[config.mk]
export PLATFORM = sky130hd
export DESIGN_NAME = brc_config
export DESIGN_NICKNAME = d
export VERILOG_FILES = /design/src/pkg/brc_pkg.sv /design/src/hdl/brc_fifo.sv /design/src/hdl/brc_config.sv
export SDC_FILE = /design/constraint.sdc
export NUM_CORES = 1
export LEC_CHECK = 0
export BUFFER_PORTS_ARGS = -buffer_cell sky130_fd_sc_hd__buf_2
export CAP_MARGIN = 20
export CORE_ASPECT_RATIO = 1.75
export CORE_MARGIN = 2
export CORE_UTILIZATION = 30
export CTS_BUF_LIST = sky130_fd_sc_hd__clkbuf_4
export CTS_CLUSTER_SIZE = 28
export DETAILED_ROUTE_END_ITERATION = 10
export GPL_TIMING_DRIVEN = 0
export HOLD_SLACK_MARGIN = 0.06
export PLACE_DENSITY_LB_ADDON = 0.25
export RECOVER_POWER = 100
export SYNTH_ARGS = -nofsm -noshare
export SYNTH_HDL_FRONTEND = slang
export SYNTH_HIERARCHICAL = 1
export SYNTH_SLANG_ARGS = --single-unit
[constraint.sdc]
create_clock -name mclk -period 11.9 [get_ports mclk]
set_input_delay 1.19 -clock mclk [delete_from_list [all_inputs] [get_ports mclk]]
set_output_delay 1.19 -clock mclk [all_outputs]
set_load 0.01 [all_outputs]
[src/pkg/brc_pkg.sv]
// Package: constants and carriers of the burst order and refresh configuration block
package brc_pkg;
  // ************************************************************
  // Geometry
  // ************************************************************
  localparam int          ADDR_W        = 22;
  localparam int          DATA_W        = 16;
  localparam logic [21:0] LAST_WORD     = 22'h3fffff;
  localparam logic [21:0] ADDR_ZERO     = 22'h000000;
  localparam logic [21:0] SW_KEY_ADDR   = 22'h3fffff;
  localparam logic [15:0] SW_SEL_REFR   = 16'h0000;
  localparam logic [15:0] SW_SEL_BUS    = 16'h0001;
  // ************************************************************
  // Register fields
  // ************************************************************
  localparam int          SEL_BIT       = 19;
  localparam logic [15:0] REFR_RESET    = 16'h0070;
  localparam logic [15:0] REFR_MASK     = 16'h00f7;
  localparam logic [15:0] BUS_RESET     = 16'h9d4f;
  localparam int          PAGE_BIT      = 7;
  localparam int          TEMP_LSB      = 5;
  localparam int          PWR_BIT       = 4;
  localparam int          WIN_LSB       = 0;
  localparam int          WRAP_BIT      = 3;
  localparam int          BLEN_LSB      = 0;
  localparam int          LAT_LSB       = 11;
  localparam logic [2:0]  BLEN_4        = 3'h1;
  localparam logic [2:0]  BLEN_8        = 3'h2;
  localparam logic [2:0]  BLEN_16       = 3'h3;
  localparam logic [2:0]  BLEN_CONT     = 3'h7;
  localparam logic [1:0]  TEMP_85       = 2'h3;
  localparam logic [1:0]  TEMP_70       = 2'h0;
  localparam logic [1:0]  TEMP_45       = 2'h1;
  localparam logic [1:0]  TEMP_15       = 2'h2;
  localparam logic [2:0]  WIN_FULL      = 3'h0;
  localparam logic [2:0]  WIN_BOT_HALF  = 3'h1;
  localparam logic [2:0]  WIN_BOT_QTR   = 3'h2;
  localparam logic [2:0]  WIN_BOT_8TH   = 3'h3;
  localparam logic [2:0]  WIN_NONE      = 3'h4;
  localparam logic [2:0]  WIN_TOP_HALF  = 3'h5;
  localparam logic [2:0]  WIN_TOP_QTR   = 3'h6;
  localparam logic [2:0]  WIN_TOP_8TH   = 3'h7;
  localparam logic [21:0] TOP_HALF_BASE = 22'h200000;
  localparam logic [21:0] TOP_QTR_BASE  = 22'h300000;
  localparam logic [21:0] TOP_8TH_BASE  = 22'h380000;
  localparam logic [21:0] BOT_HALF_END  = 22'h1fffff;
  localparam logic [21:0] BOT_QTR_END   = 22'h0fffff;
  localparam logic [21:0] BOT_8TH_END   = 22'h07ffff;
  localparam int          FIFO_DEPTH    = 8;
  localparam logic [4:0]  LEN_4         = 5'h04;
  localparam logic [4:0]  LEN_8         = 5'h08;
  localparam logic [4:0]  LEN_16        = 5'h10;

  typedef struct packed {
    logic        page_en;
    logic [1:0]  temp;
    logic        active;
    logic        refresh_on;
    logic [21:0] win_lo;
    logic [21:0] win_hi;
  } brc_refresh_s;

  typedef struct packed {
    logic        valid;
    logic        write;
    logic [21:0] addr;
  } brc_burst_s;
endpackage : brc_pkg

[src/hdl/brc_fifo.sv]
// Small valid/ready FIFO holding burst word addresses
`timescale 1ns/1ps
module brc_fifo #(
  parameter int WIDTH = 23,
  parameter int DEPTH = 8
) (
  input  wire logic             clk,
  input  wire logic             rst_n,
  input  wire logic [WIDTH-1:0] in_data,
  input  wire logic             in_valid,
  output logic                  in_ready,
  output logic      [WIDTH-1:0] out_data,
  output logic                  out_valid,
  input  wire logic             out_ready
);
  localparam int AW = $clog2(DEPTH);

  typedef struct packed {
    logic [AW-1:0] wp;
    logic [AW-1:0] rp;
    logic [AW:0]   cnt;
    logic [WIDTH-1:0] dout;
    logic          ov;
  } brc_fifo_s;

  logic [WIDTH-1:0] mem [DEPTH];
  brc_fifo_s        st_q;
  brc_fifo_s        st_d;
  logic             push;
  logic             pop;
  logic             load;

  // Output register refilled whenever empty or consumed
  always_comb begin
    st_d     = st_q;
    in_ready = (st_q.cnt != (AW+1)'(DEPTH));
    push     = in_valid && in_ready;
    load     = (st_q.cnt != '0) && (!st_q.ov || out_ready);
    pop      = load;
    if (st_q.ov && out_ready) begin
      st_d.ov = 1'b0;
    end
    if (load) begin
      st_d.dout = mem[st_q.rp];
      st_d.ov   = 1'b1;
      st_d.rp   = st_q.rp + 1'b1;
    end
    if (push) begin
      st_d.wp = st_q.wp + 1'b1;
    end
    st_d.cnt = st_q.cnt + (AW+1)'(push) - (AW+1)'(pop);
  end

  always_ff @(posedge clk) begin
    if (push) begin
      mem[st_q.wp] <= in_data;
    end
  end

  always_ff @(posedge clk or negedge rst_n) begin
    if (!rst_n) begin
      st_q <= '0;
    end else begin
      st_q <= st_d;
    end
  end

  assign out_data  = st_q.dout;
  assign out_valid = st_q.ov;
endmodule : brc_fifo

[src/hdl/brc_config.sv]
// Configuration registers, burst address sequencer and refresh window decode
//
// Functional notes
// - Burst length code 111 means continuous; it is the reset value.
// - Write bursts always run continuous regardless of burst length code.
// - Wrap, fixed length: addresses step up, wrap inside aligned group.
// - No-wrap, fixed length: length words at increasing addresses, crossing groups.
// - Continuous: linear increment, wrap bit ignored.
// - Refresh register resets to 0070h.
// - Refresh bit 7 enables asynchronous page reads when one.
// - Refresh bits 6-5 select temperature threshold, 11 default 85 degrees.
// - Writing bit 4 low enters deep sleep until written high.
// - Window codes 001/010/011 refresh bottom half, quarter, eighth.
// - Window 000 refreshes whole array; 100 refreshes nothing.
// - Window codes 101/110/111 refresh top half, quarter, eighth.
// - Windows apply only while bit 4 is one; else no refresh.
// - Address bit 19 selects refresh (0) or bus (1) register.
// - Config enable high: write captures address lines 0-15.
// - Two reads and key write to top address open a register access.
// - Continuous burst rolls past last word to address zero.
`timescale 1ns/1ps
module brc_config (
  input  wire logic        mclk,
  input  wire logic        rst_b,
  input  wire logic        cfg_en,
  input  wire logic        acc_strobe,
  input  wire logic        acc_write,
  input  wire logic [21:0] acc_addr,
  input  wire logic [15:0] acc_wdata,
  output logic      [15:0] acc_rdata,
  input  wire logic        burst_start,
  input  wire logic        burst_write,
  input  wire logic [21:0] burst_addr,
  input  wire logic        burst_stop,
  output logic             burst_busy,
  output logic      [21:0] word_addr,
  output logic             word_valid,
  input  wire logic        word_ready,
  output logic             word_write,
  output logic             page_read_enable_bit,
  output logic      [1:0]  refresh_temp_threshold,
  output logic             deep_sleep,
  output logic             refresh_active,
  output logic      [21:0] refresh_lo,
  output logic      [21:0] refresh_hi,
  output logic      [1:0]  latency_code,
  output logic             wrap_select_bit,
  output logic      [2:0]  burst_length_field
);
  // ************************************************************
  // Reset and pin synchronisers
  // ************************************************************
  logic [1:0]  rst_sync_q;
  logic        rst_n;
  logic [1:0]  cfg_s_q;
  logic [1:0]  stb_s_q;
  logic [1:0]  wr_s_q;
  logic [1:0]  bst_s_q;
  logic [1:0]  bw_s_q;
  logic [1:0]  stp_s_q;
  logic [21:0] addr_s1_q;
  logic [21:0] addr_s2_q;
  logic [21:0] badr_s1_q;
  logic [21:0] badr_s2_q;
  logic [15:0] wd_s1_q;
  logic [15:0] wd_s2_q;

  always_ff @(posedge mclk or negedge rst_b) begin
    if (!rst_b) begin
      rst_sync_q <= 2'h0;
    end else begin
      rst_sync_q <= {rst_sync_q[0], 1'b1};
    end
  end
  assign rst_n = rst_sync_q[1];

  always_ff @(posedge mclk or negedge rst_n) begin
    if (!rst_n) begin
      cfg_s_q   <= 2'h0;
      stb_s_q   <= 2'h0;
      wr_s_q    <= 2'h0;
      bst_s_q   <= 2'h0;
      bw_s_q    <= 2'h0;
      stp_s_q   <= 2'h0;
      addr_s1_q <= 22'h000000;
      addr_s2_q <= 22'h000000;
      badr_s1_q <= 22'h000000;
      badr_s2_q <= 22'h000000;
      wd_s1_q   <= 16'h0000;
      wd_s2_q   <= 16'h0000;
    end else begin
      cfg_s_q   <= {cfg_s_q[0], cfg_en};
      stb_s_q   <= {stb_s_q[0], acc_strobe};
      wr_s_q    <= {wr_s_q[0], acc_write};
      bst_s_q   <= {bst_s_q[0], burst_start};
      bw_s_q    <= {bw_s_q[0], burst_write};
      stp_s_q   <= {stp_s_q[0], burst_stop};
      addr_s1_q <= acc_addr;
      addr_s2_q <= addr_s1_q;
      badr_s1_q <= burst_addr;
      badr_s2_q <= badr_s1_q;
      wd_s1_q   <= acc_wdata;
      wd_s2_q   <= wd_s1_q;
    end
  end

  // ************************************************************
  // Helpers
  // ************************************************************
  function automatic logic [4:0] brc_len(input logic [2:0] code);
    case (code)
      brc_pkg::BLEN_4:  brc_len = brc_pkg::LEN_4;
      brc_pkg::BLEN_8:  brc_len = brc_pkg::LEN_8;
      brc_pkg::BLEN_16: brc_len = brc_pkg::LEN_16;
      default:          brc_len = 5'h00;
    endcase
  endfunction : brc_len

  function automatic brc_pkg::brc_refresh_s brc_window(input logic [15:0] r);
    brc_window            = '0;
    brc_window.page_en    = r[brc_pkg::PAGE_BIT];
    brc_window.temp       = r[brc_pkg::TEMP_LSB +: 2];
    brc_window.active     = r[brc_pkg::PWR_BIT];
    brc_window.refresh_on = r[brc_pkg::PWR_BIT];
    brc_window.win_lo     = brc_pkg::ADDR_ZERO;
    brc_window.win_hi     = brc_pkg::LAST_WORD;
    case (r[brc_pkg::WIN_LSB +: 3])
      brc_pkg::WIN_FULL:     ;
      brc_pkg::WIN_BOT_HALF: brc_window.win_hi = brc_pkg::BOT_HALF_END;
      brc_pkg::WIN_BOT_QTR:  brc_window.win_hi = brc_pkg::BOT_QTR_END;
      brc_pkg::WIN_BOT_8TH:  brc_window.win_hi = brc_pkg::BOT_8TH_END;
      brc_pkg::WIN_NONE:     brc_window.refresh_on = 1'b0;
      brc_pkg::WIN_TOP_HALF: brc_window.win_lo = brc_pkg::TOP_HALF_BASE;
      brc_pkg::WIN_TOP_QTR:  brc_window.win_lo = brc_pkg::TOP_QTR_BASE;
      brc_pkg::WIN_TOP_8TH:  brc_window.win_lo = brc_pkg::TOP_8TH_BASE;
      default:               brc_window.refresh_on = 1'b0;
    endcase
    if (!brc_window.refresh_on) begin
      brc_window.win_lo = brc_pkg::ADDR_ZERO;
      brc_window.win_hi = brc_pkg::ADDR_ZERO;
    end
  endfunction : brc_window

  // ************************************************************
  // State
  // ************************************************************
  typedef enum logic [1:0] {
    BRC_IDLE,
    BRC_RUN
  } brc_seq_e;

  typedef struct packed {
    logic [15:0]  refr;
    logic [15:0]  bus;
    logic [1:0]   key_cnt;
    logic         key_open;
    logic         key_sel;
    logic [15:0]  rdata;
    logic         stb_prev;
    logic         bst_prev;
    brc_seq_e     seq;
    logic [21:0]  cur;
    logic [21:0]  base;
    logic [4:0]   left;
    logic         cont;
    logic         wrap;
    logic         wr;
    brc_pkg::brc_refresh_s rf;
  } brc_config_s;

  brc_config_s st_q;
  brc_config_s st_d;
  logic        stb_rise;
  logic        bst_rise;
  logic [4:0]  blen;
  logic [22:0] fifo_in;
  logic        fifo_in_ready;
  logic [22:0] fifo_out;
  logic        fifo_out_valid;
  logic [21:0] wmask;
  logic [21:0] nxt;

  brc_fifo #(
    .WIDTH (23),
    .DEPTH (brc_pkg::FIFO_DEPTH)
  ) u_fifo (
    .clk       (mclk),
    .rst_n     (rst_n),
    .in_data   (fifo_in),
    .in_valid  (st_q.seq == BRC_RUN),
    .in_ready  (fifo_in_ready),
    .out_data  (fifo_out),
    .out_valid (fifo_out_valid),
    .out_ready (word_ready || !word_valid)
  );

  assign fifo_in = {st_q.wr, st_q.cur};

  // ************************************************************
  // Next state
  // ************************************************************
  always_comb begin
    st_d     = st_q;
    stb_rise = stb_s_q[1] && !st_q.stb_prev;
    bst_rise = bst_s_q[1] && !st_q.bst_prev;
    blen     = brc_len(st_q.bus[brc_pkg::BLEN_LSB +: 3]);
    wmask    = 22'(blen) - 22'h1;
    nxt      = 22'h0;
    st_d.stb_prev = stb_s_q[1];
    st_d.bst_prev = bst_s_q[1];

    // Register access; hardware path wins over the keyed sequence
    if (stb_rise) begin
      if (cfg_s_q[1]) begin
        if (wr_s_q[1]) begin
          if (addr_s2_q[brc_pkg::SEL_BIT]) begin
            st_d.bus = addr_s2_q[15:0];
          end else begin
            st_d.refr = addr_s2_q[15:0] & brc_pkg::REFR_MASK;
          end
        end else begin
          st_d.rdata = addr_s2_q[brc_pkg::SEL_BIT] ? st_q.bus
                                                   : (st_q.refr & brc_pkg::REFR_MASK);
        end
        st_d.key_cnt  = 2'h0;
        st_d.key_open = 1'b0;
      end else if (st_q.key_open) begin
        if (wr_s_q[1]) begin
          if (st_q.key_sel) begin
            st_d.bus = wd_s2_q;
          end else begin
            st_d.refr = wd_s2_q & brc_pkg::REFR_MASK;
          end
        end else begin
          st_d.rdata = st_q.key_sel ? st_q.bus : (st_q.refr & brc_pkg::REFR_MASK);
        end
        st_d.key_open = 1'b0;
        st_d.key_cnt  = 2'h0;
      end else if (addr_s2_q == brc_pkg::SW_KEY_ADDR) begin
        if (!wr_s_q[1] && st_q.key_cnt != 2'h2) begin
          st_d.key_cnt = st_q.key_cnt + 2'h1;
        end else if (wr_s_q[1] && st_q.key_cnt == 2'h2 &&
                     (wd_s2_q == brc_pkg::SW_SEL_REFR || wd_s2_q == brc_pkg::SW_SEL_BUS)) begin
          st_d.key_open = 1'b1;
          st_d.key_sel  = (wd_s2_q == brc_pkg::SW_SEL_BUS);
          st_d.key_cnt  = 2'h0;
        end else begin
          st_d.key_cnt = 2'h0;
        end
      end else begin
        st_d.key_cnt = 2'h0;
      end
    end

    // Burst address sequencer
    case (st_q.seq)
      BRC_IDLE: begin
        if (bst_rise) begin
          st_d.seq  = BRC_RUN;
          st_d.cur  = badr_s2_q;
          st_d.base = badr_s2_q & ~wmask;
          st_d.wr   = bw_s_q[1];
          st_d.cont = bw_s_q[1] || (blen == 5'h00);
          st_d.wrap = !st_q.bus[brc_pkg::WRAP_BIT];
          st_d.left = blen;
        end
      end
      BRC_RUN: begin
        if (stp_s_q[1]) begin
          st_d.seq = BRC_IDLE;
        end else if (fifo_in_ready) begin
          if (st_q.cont) begin
            nxt = (st_q.cur == brc_pkg::LAST_WORD) ? brc_pkg::ADDR_ZERO
                                                   : st_q.cur + 22'h1;
          end else if (st_q.wrap) begin
            nxt = st_q.base | ((st_q.cur + 22'h1) & wmask);
          end else begin
            nxt = st_q.cur + 22'h1;
          end
          st_d.cur = nxt;
          if (!st_q.cont) begin
            st_d.left = st_q.left - 5'h1;
            if (st_q.left == 5'h01) begin
              st_d.seq = BRC_IDLE;
            end
          end
        end
      end
      default: st_d.seq = BRC_IDLE;
    endcase

    st_d.rf = brc_window(st_d.refr);
  end

  always_ff @(posedge mclk or negedge rst_n) begin
    if (!rst_n) begin
      st_q      <= '0;
      st_q.refr <= brc_pkg::REFR_RESET;
      st_q.bus  <= brc_pkg::BUS_RESET;
      st_q.seq  <= BRC_IDLE;
      st_q.rf   <= brc_window(brc_pkg::REFR_RESET);
    end else begin
      st_q <= st_d;
    end
  end

  // ************************************************************
  // Registered outputs
  // ************************************************************
  always_ff @(posedge mclk or negedge rst_n) begin
    if (!rst_n) begin
      word_valid <= 1'b0;
      word_addr  <= 22'h000000;
      word_write <= 1'b0;
    end else if (word_ready || !word_valid) begin
      word_valid <= fifo_out_valid;
      word_addr  <= fifo_out[21:0];
      word_write <= fifo_out[22];
    end
  end

  always_ff @(posedge mclk or negedge rst_n) begin
    if (!rst_n) begin
      acc_rdata              <= 16'h0000;
      burst_busy             <= 1'b0;
      page_read_enable_bit   <= 1'b0;
      refresh_temp_threshold <= brc_pkg::TEMP_85;
      deep_sleep             <= 1'b0;
      refresh_active         <= 1'b1;
      refresh_lo             <= brc_pkg::ADDR_ZERO;
      refresh_hi             <= brc_pkg::LAST_WORD;
      // Same as the stored bus register reset, so nothing steps on release
      latency_code           <= brc_pkg::BUS_RESET[brc_pkg::LAT_LSB +: 2];
      wrap_select_bit        <= brc_pkg::BUS_RESET[brc_pkg::WRAP_BIT];
      burst_length_field     <= brc_pkg::BLEN_CONT;
    end else begin
      acc_rdata              <= st_q.rdata;
      burst_busy             <= (st_q.seq == BRC_RUN);
      page_read_enable_bit   <= st_q.rf.page_en;
      refresh_temp_threshold <= st_q.rf.temp;
      deep_sleep             <= !st_q.rf.active;
      refresh_active         <= st_q.rf.refresh_on;
      refresh_lo             <= st_q.rf.win_lo;
      refresh_hi             <= st_q.rf.win_hi;
      latency_code           <= st_q.bus[brc_pkg::LAT_LSB +: 2];
      wrap_select_bit        <= st_q.bus[brc_pkg::WRAP_BIT];
      burst_length_field     <= st_q.bus[brc_pkg::BLEN_LSB +: 3];
    end
  end
endmodule : brc_config

## Yosys cells after proc, flatten, opt, wreduce, memory -nomap -nowiden

Memory sizes are Yosys's and may differ from the RTL's. A register that Yosys moved wholly into a read port is not among the register bits.
Cells that the tools add are included.

- Flip-flop bits (word level): 390
- Bits in latches: 0
- Bits in writable memories: 184
- ROM bits: 0
- Input bits: 69
- Memories: 1

- $add $sub $neg: 8
- Multipliers: 0
- Div/mod/pow operators: 0
- Magnitude comparators: 0
- Equal/unequal tests: 28
- Shift-type cells: 0
- Muxes and demuxes: 47
- Bitwise gates (word level): 8
- Reduce and logical (&&, ||, !) cells: 36

Memory list:

| memory | words | width | read ports | clocked after memory_dff | wr ports | RTL line | source |
|---|---|---|---|---|---|---|---|
| u_fifo.mem | 8 | 23 | 1 | 1 | 1 | brc_fifo.sv:26 | `logic [WIDTH-1:0] mem [DEPTH];` |

Operator list:

| cell | count |
|---|---|
| $pmux W22 S3 | 2 |
| $mux W16 | 8 |
| $mux W24 | 4 |
| $mux W22 | 4 |
| $mux W44 | 2 |
| $mux W54 | 1 |
| $and A22 B22 Y22 | 2 |
| $eq A22 B22 Y1 const B | 2 |
| $pmux W22 S2 | 1 |
| $mux W27 | 1 |
| $add A22 B1 Y22 const B | 1 |
| $not A22 Y22 | 1 |
| $or A22 B22 Y22 | 1 |
| $eq A16 B1 Y1 const B | 1 |
| $logic_not A16 Y1 | 1 |
| $mux W2 | 8 |
| $mux W8 | 2 |
| $mux W5 | 3 |
| $pmux W5 S3 | 1 |
| $reduce_and A5 Y1 | 3 |
| $ne A2 B2 Y1 const B | 7 |
| $eq A3 B2 Y1 const B | 4 |
| $eq A3 B3 Y1 const B | 4 |
| $pmux W5 S2 | 1 |
| 28 further kinds | 62 |

## Depth between registers and ports, before layout

Gate-level depths: netlist (run 1).

- Word-level depth: 12
- Gate-level depth with buffers: 13

## Hierarchy

The synthesis (run 1) kept the hierarchy.

Modules (own cells, without submodules):

| module | instances | cells each | area each (µm²) |
|---|---|---|---|
| brc_config | 1 | 778 | 10395.0 |
| brc_fifo | 1 | 501 | 8774.7 |

## Worst setup path before layout (run 1)

No wires, ideal clock.

- Path type: in2reg
- Start: input word_ready
- End: register u_fifo/st_q[26] (netlist bit)
- Arrival time: 3.350 ns
- Data required time: 11.778 ns
- Path slack: 8.427 ns
- Cell stages on the path: 12
- Buffers on the path: 3
- Cell sequence: nand2b_1 -> clkbuf_1 -> clkbuf_1 -> nor2b_1 -> or2_1 -> buf_4 -> inv_2 -> ha_1 -> inv_1 -> ha_1 -> fa_1 -> xor2_1

RTL lines:

| item | RTL line | source |
|---|---|---|
| start, declared | brc_config.sv:38 | `input wire logic word_ready,` |
| end signal, assigned | brc_fifo.sv:64 | `st_q <= st_d;` |
| end, declared | brc_fifo.sv:27 | `brc_fifo_s st_q;` |

==> results of run 1 <==
## cell type report
type | count | share of cell area
Inverter | 21 | 0.00347
Buffer | 116 | 0.0313
Multi-Input combinational cell | 647 | 0.203
Antenna cell | 1 | 0.000110
Clock inverter | 35 | 0.0140
Sequential cell | 513 | 0.607
Tap cell | 806 | 0.0444
Timing Repair Buffer | 158 | 0.0326
Clock buffer | 195 | 0.0644
## worst max-delay path: stages, from the launching register on
cell and delay [ns]:
dfrtp_1 1.56, clkbuf_1 2.22, buf_16 0.33, clkbuf_1 1.49
## cell families (layout without fill, tap and decap cells)
family | after synthesis | in the layout
flops | 513 | 513
compound gates | 251 | 251
simple gates | 214 | 214
buf+inv | 137 | 525
mux | 121 | 121
xor+xnor | 26 | 26
fa+ha+maj | 15 | 15
other cells | 2 | 21
## report_power, final
| part | internal (W) | switching, W |
|---|---|---|
| registers | 0.00224 | 0.000279 |
| clock network | 0.000882 | 0.000702 |
| logic | 0.000533 | 0.000618 |
| total | 0.00365 | 0.00160 |
## what timing repair did
item | CTS | global route
hold endpoints to repair | 2 | 0
setup buffers | 0 | 0
hold buffers | 1 | 0
## metal layers
layer	track usage	vias to the layer above	share of wire
li1	-	5299	-
met4	0.0870	0	0.047
met3	0.0327	146	0.048
met2	0.262	387	0.56
met1	0.135	5591	0.35
met5	0	-	0
## state kept, by name, indices dropped and copies added, names as in the netlist, 3 cells and up
signal              cells
acc_rdata              16
addr_s1_q              22
addr_s2_q              22
badr_s1_q              22
badr_s2_q              22
burst_length_field      3
fifo_in                23
refresh_hi              4
refresh_lo              3
st_q                   80
u_fifo/mem            184
u_fifo/out_data        23
u_fifo/st_q            10
wd_s1_q                16
wd_s2_q                16
word_addr              22
## worst paths after layout
| check | end | slack, ns | depth (start not counted) |
|---|---|---|---|
| worst max-delay path | badr_s2_q[8]$_DFF_PN0_ | 5.92 | 3 |
| worst min-delay path | badr_s2_q[7]$_DFF_PN0_ | 0.31 | 0 |
| worst max register to register | badr_s2_q[8]$_DFF_PN0_ | 5.92 | 3 |
| worst min register to register | badr_s2_q[7]$_DFF_PN0_ | 0.31 | 0 |
| max in group mclk | u_fifo/mem[4][2]$_DFFE_PP_ | 8.18 | 6 |
| min in group asynchronous | rst_sync_q[0]$_DFF_PN0_ | 0.69 | 2 |
## metrics by stage
stage / total power (W) / instances / setup TNS [ns] / worst slack, ns
after floorplan: 0.00331 / 1297 / 0 / 2.10
after global placement: 0.00372 / 2248 / -537.43 / -1.84
after detailed placement: 0.00377 / 2260 / 0 / 7.61
after CTS: 0.00541 / 2491 / 0 / 8.55
after global routing: 0.00559 / 2492 / 0 / 4.51
final: 0.00525 / 2492 / 0 / 5.92
## layout by cell type, fill, tap and decap left out, drive strengths merged, types with 4 or more instances in the layout
| cell type | n |
|---|---|
| o22ai | 30 |
| edfxtp | 184 |
| nand4 | 9 |
| buf | 130 |
| clkinv | 24 |
| mux2 | 73 |
| nor2 | 49 |
| ha | 14 |
| a31oi | 10 |
| nand2b | 7 |
| conb | 20 |
| a21oi | 36 |
| a22o | 58 |
| xnor2 | 19 |
| mux2i | 48 |
| o31ai | 25 |
| o21ai | 53 |
| clkbuf | 338 |
| inv | 23 |
| or3 | 4 |
| dfrtp | 300 |
| dfstp | 29 |
| bufinv | 6 |
| a21o | 4 |
| a22oi | 20 |
| xor2 | 7 |
| nor2b | 6 |
| nand2 | 70 |
| nand3 | 25 |
| nand3b | 4 |
| nor4 | 4 |
| nor3 | 13 |
| and2 | 6 |
==> out/results.txt, run 1 <==
Post-Synth Simple-Gate Area - 0.0546
IO Pins - 165
max_slew headroom - -1.44
fillers - 6,276
Pleak - 9.28 nW
placed cell area - 21,200 µm²
Slew Viols, Final - 300
DR vias/cell - 4.58
Post-DRT Antenna Nets - 0
status - finished, violations left
Die Y - 338 µm
clock buffer depth - 3
Final Hold Fails - 0
main combinational cell family by area after synthesis - compound AO/OA/AOI/OAI gates
final period utilization - 0.502
fin crit period - 5.98 ns
layout cell share with drive strength beyond 1 - 0.265
pwr dens - 231 nW/µm²
fin area - 22,700 µm²
row count - 122
Clk Latency, worst-skew pair - 0.86 ns
DRT iter0 DRCs - 469
most frequent cells after synthesis - dfrtp_1 (300), edfxtp_1 (184), nand2_1 (70)
ys flop type - dfrtp_1
sequential area share after synthesis - 0.720
CP Capture Type - asynchronous set/reset pin
initial antenna violation count - 3
post-layout util - 0.360
mapped cell area - 19,200 µm²
warnings from Yosys - 6
routability congestion estimate - 0.938
Syn-to-layout area delta - 18.6%
CP Class - reg -> async
clk root buf - clkbuf_4
routed vias - 11,400
port bufs - 145
final net count - 1,671
H-tree depth - 4
Starting Density - 0.303
CTS tree - done
final number of setup-violating endpoints - 0
Peak VDD IR - 0.0922 mV
largest net degree at the start of global routing - 74
worst-margin pin slew - 3.66 ns
final wirelength - 45,000 µm
register area - 13,800 µm²
failing checks - max-capacitance violations, max-slew violations
XOR/XNOR share of the synthesized area - 0.0119
first-pass GRT wire length - 69,600 µm
skew final - 0.0498 ns
CTS clk-pin slew, worst paths - 0.06 ns
DRC viols - 0
CP required - 12.44 ns
post-CTS sizing - 0
Tot GR Track Use - 0.139
vias in the first global route - 12,400
most frequent cell after synthesis - dfrtp_1
Worst R2R Start - rst_sync_q[1]$_DFF_PN0_
RSZ-0062 raised after global routing - no
# Max-Cap Violations - 8
Core Area - 63,200 µm²
CTS Buf Count - 130
chip width - 195 µm
CTS Sinks - 513
Post-synth EDFFs - 184
DR WL/cell - 18.0 µm
dominant cells by area after synthesis - dfrtp_1 (39%), edfxtp_1 (29%), dfstp_2 (4.0%)
Avg Inst Size Synth - 15.0 µm²
HPWL Detailed - 32,200 µm
total grt overflow - 0
Die ar. - 66,000 µm²
compound-gate portion of the synthesized area - 0.0932
Crit Path Max Fanout - 73
HP Start - badr_s1_q[7]$_DFF_PN0_
Synth top area share - 0.392
Min-Delay Path Class - reg -> reg
register bit total from synthesis - 513
Critical Path Start Type - register
Worst Setup SP - rst_sync_q[1]$_DFF_PN0_
area of the multi-input gates - 4610 µm²
Netlist cell types - 61
Min Hold Slack - 0.314 ns
post-synth top area cell - dfrtp_1
Post-Synth Adder-Cell Area - 0.0102
mux share of post-synthesis cell area - 0.0681
CP Data Arrival Time - 6.51 ns
drt pass-1 iters - 5
Mapped Cells - 1,279
Max Clk Rate - 167 MHz
FFs w/ async S/R, synth - 0.641
No activity file was read; power rests on OpenSTA's default activity.
==> inputs of run 2 (changes only) <==
- clock period: 11.9 -> 5.34 ns (I/O delays scaled with it)
==> run 2 against run 1 <==
- utilization up 0.80 points
- power grew 120%
- final cell count rose by 2.6%
- worst hold slack got worse by 0.028 ns
- clock-buffer cell count shrank 12
- die area stayed put
- the flow still finishes with violations (max-capacitance violations, max-slew violations)
- worst setup slack lost 4.3 ns
- maximum frequency increased by 61%
- sequential power is 120% higher
- critical endpoint is now u_fifo/mem[7][1]$_DFFE_PP_
- highest routed layer is now met5
==> out/results.txt, run 2 (synthesis gave the netlist of run 1 again) <==
post-CTS sizing - 0 (unchanged)
final number of setup-violating endpoints - 0 (unchanged)
Die Y - 338 µm (unchanged)
total grt overflow - 0 (unchanged)
clk root buf - clkbuf_4 (unchanged)
CTS Sinks - 513 (unchanged)
register bank with the most flops - u_fifo/mem (unchanged)
initial antenna violation count - 3 (unchanged)
CTS Buf Count - 121 (was 130)
Top Registers - u_fifo/mem x184, st_q x80 (unchanged)
Max Clk Rate - 270 MHz (was 167 MHz)
Peak VDD IR - 0.224 mV (was 0.0922 mV)
drt pass-1 iters - 5 (unchanged)
final period utilization - 0.695 (was 0.502)
layout cell share with drive strength beyond 1 - 0.249 (was 0.265)
port bufs - 145 (unchanged)
DR vias/cell - 4.55 (was 4.58)
Core Area - 63,200 µm² (unchanged)
R2R depth - 6 (was 3)
worst-margin pin slew - 2.49 ns (was 3.66 ns)
CP Capture Type - register (was asynchronous set/reset pin)
placed cell area - 21,200 µm² (about the same)
Worst Setup SP - u_fifo/st_q[26]$_DFF_PN0_ (was rst_sync_q[1]$_DFF_PN0_)
final net count - 1,730 (was 1,671)
Starting Density - 0.303 (unchanged)
most common cell after layout, fill and taps aside - dfrtp_1 (unchanged)
vias in the first global route - 12,700 (was 12,400)
Critical Path Start Type - register (unchanged)
final wirelength - 46,200 µm (was 45,000 µm)
Min-Delay Path Class - in -> reg (was reg -> reg)
routed vias - 11,600 (was 11,400)
Setup crit end - u_fifo/mem[7][1]$_DFFE_PP_ (was badr_s2_q[8]$_DFF_PN0_)
failing checks - max-capacitance violations, max-slew violations (unchanged)
Syn-to-layout area delta - 21.2% (was 18.6%)
pwr dens - 488 nW/µm² (was 231 nW/µm²)
TNS Setup - 0 ns (unchanged)
row count - 122 (unchanged)
Worst R2R Start - u_fifo/st_q[26]$_DFF_PN0_ (was rst_sync_q[1]$_DFF_PN0_)
total power draw - 0.0113 W (was 0.00525 W)
largest net degree at the start of global routing - 70 (was 74)
Slew Viols, Final - 208 (was 300)
Largest register FFs - 184 (unchanged)
CP Data Arrival Time - 4.13 ns (was 6.51 ns)
DRT iter0 DRCs - 469 (unchanged)
CTS clk-pin slew, worst paths - 0.07 ns (was 0.06 ns)
chip width - 195 µm (unchanged)
status - finished, violations left (unchanged)
HP Start - acc_wdata[7] (was badr_s1_q[7]$_DFF_PN0_)
IO Pins - 165 (unchanged)
FF-to-FF End - u_fifo/mem[7][1]$_DFFE_PP_ (was badr_s2_q[8]$_DFF_PN0_)
Crit Path Max Fanout - 23 (was 73)
CP required - 5.76 ns (was 12.44 ns)
DR WL/cell - 18.1 µm (was 18.0 µm)
fin crit period - 3.71 ns (was 5.98 ns)
# Max-Cap Violations - 6 (was 8)
Tot GR Track Use - 0.144 (was 0.139)
setup slack, reg-to-reg - 1.63 ns (was 5.92 ns)
first-pass GRT wire length - 72,300 µm (was 69,600 µm)
skew final - 0.0458 ns (was 0.0498 ns)
RSZ-0062 raised after global routing - no (unchanged)
CTS tree - done (unchanged)
Pleak - 9.48 nW (was 9.28 nW)
fin area - 23,200 µm² (was 22,700 µm²)
max_slew headroom - -0.669 (was -1.44)
commonest cells after routing, fill and taps aside - dfrtp_1 (300), clkbuf_4 (202), edfxtp_1 (184) (was dfrtp_1 (300), clkbuf_4 (214), edfxtp_1 (184))
Final Hold Fails - 0 (unchanged)
Die ar. - 66,000 µm² (unchanged)
HPWL Detailed - 32,300 µm (was 32,200 µm)
Clk Latency, worst-skew pair - 0.89 ns (was 0.86 ns)
clock buffer depth - 3 (unchanged)
Post-DRT Antenna Nets - 0 (unchanged)
DRC viols - 0 (unchanged)
H-tree depth - 3 (was 4)
CP Class - reg -> reg (was reg -> async)
routability congestion estimate - 0.911 (was 0.938)
[run 2: cell types whose count changed in the layout (fill, tap and decap cells not counted), moves of 4 or more]
| cell | delta |
|---|---|
| dlygate4sd3_1 | +67 |
| clkinv_1 | +14 |
| clkbuf_4 | -12 |
| bufinv_16 | -6 |
| clkinv_2 | +4 |
[run 2: worst min-delay path by stage]
stage / cells past startpoint / slack, ns / to
finish: 2 / 0.29 / wd_s1_q[7]$_DFF_PN0_
global route: 2 / 0.19 / addr_s1_q[7]$_DFF_PN0_
CTS: 2 / 0.15 / wd_s1_q[5]$_DFF_PN0_
detailed placement: 1 / 0.32 / rst_sync_q[0]$_DFF_PN0_
global placement: 1 / 0.32 / rst_sync_q[0]$_DFF_PN0_
floorplan: 0 / 0.24 / rst_sync_q[0]$_DFF_PN0_
[run 2: per-layer routing]
layer	global-route usage	routed length [µm]
met1	0.142	16200
met3	0.0320	2090
met2	0.276	26200
met5	0	13
met4	0.0749	1650
[run 2: power breakdown]
| group | switching (W) | internal, W | total [W] |
|---|---|---|---|
| combinational | 0.00139 | 0.00123 | 0.00262 |
| clock | 0.00155 | 0.00157 | 0.00312 |
| sequential | 0.000625 | 0.00499 | 0.00561 |
[run 2: per-stage QoR]
step	worst slack, ns	hold WS [ns]	utilization	std cells
after floorplan	2.10	0.238	-	1297
after global placement	0.798	0.321	0.332	2248
after detailed placement	1.77	0.323	0.336	2260
after CTS	2.04	0.154	0.371	2554
after global routing	1.12	0.190	0.368	2557
final	1.63	0.286	0.368	2557
[run 2: layout make-up]
type / count / area, µm²
fill: 6251 / 40000
antenna: 2 / 5.00
timing repair buffer: 226 / 1460
sequential: 513 / 13800
clock inverter: 43 / 178
clock buffer: 183 / 1370
multi-input combinational: 647 / 4620
inverter: 21 / 78.8
tap: 806 / 1010
buffer: 116 / 712
[run 2: worst max-delay path: stages, from the launching register on]
cell,delay (ns)
dfrtp_1,0.32
inv_1,0.07
ha_1,0.20
or3b_1,0.16
clkbuf_1,0.38
nand3_1,0.24
nor2_1,1.87
[run 2: repair_timing]
action,4_1_cts,5_1_grt
endpoints found under the hold margin,68,0
buffers inserted,0,0
setup endpoints to repair,0,0
hold buffers,68,0
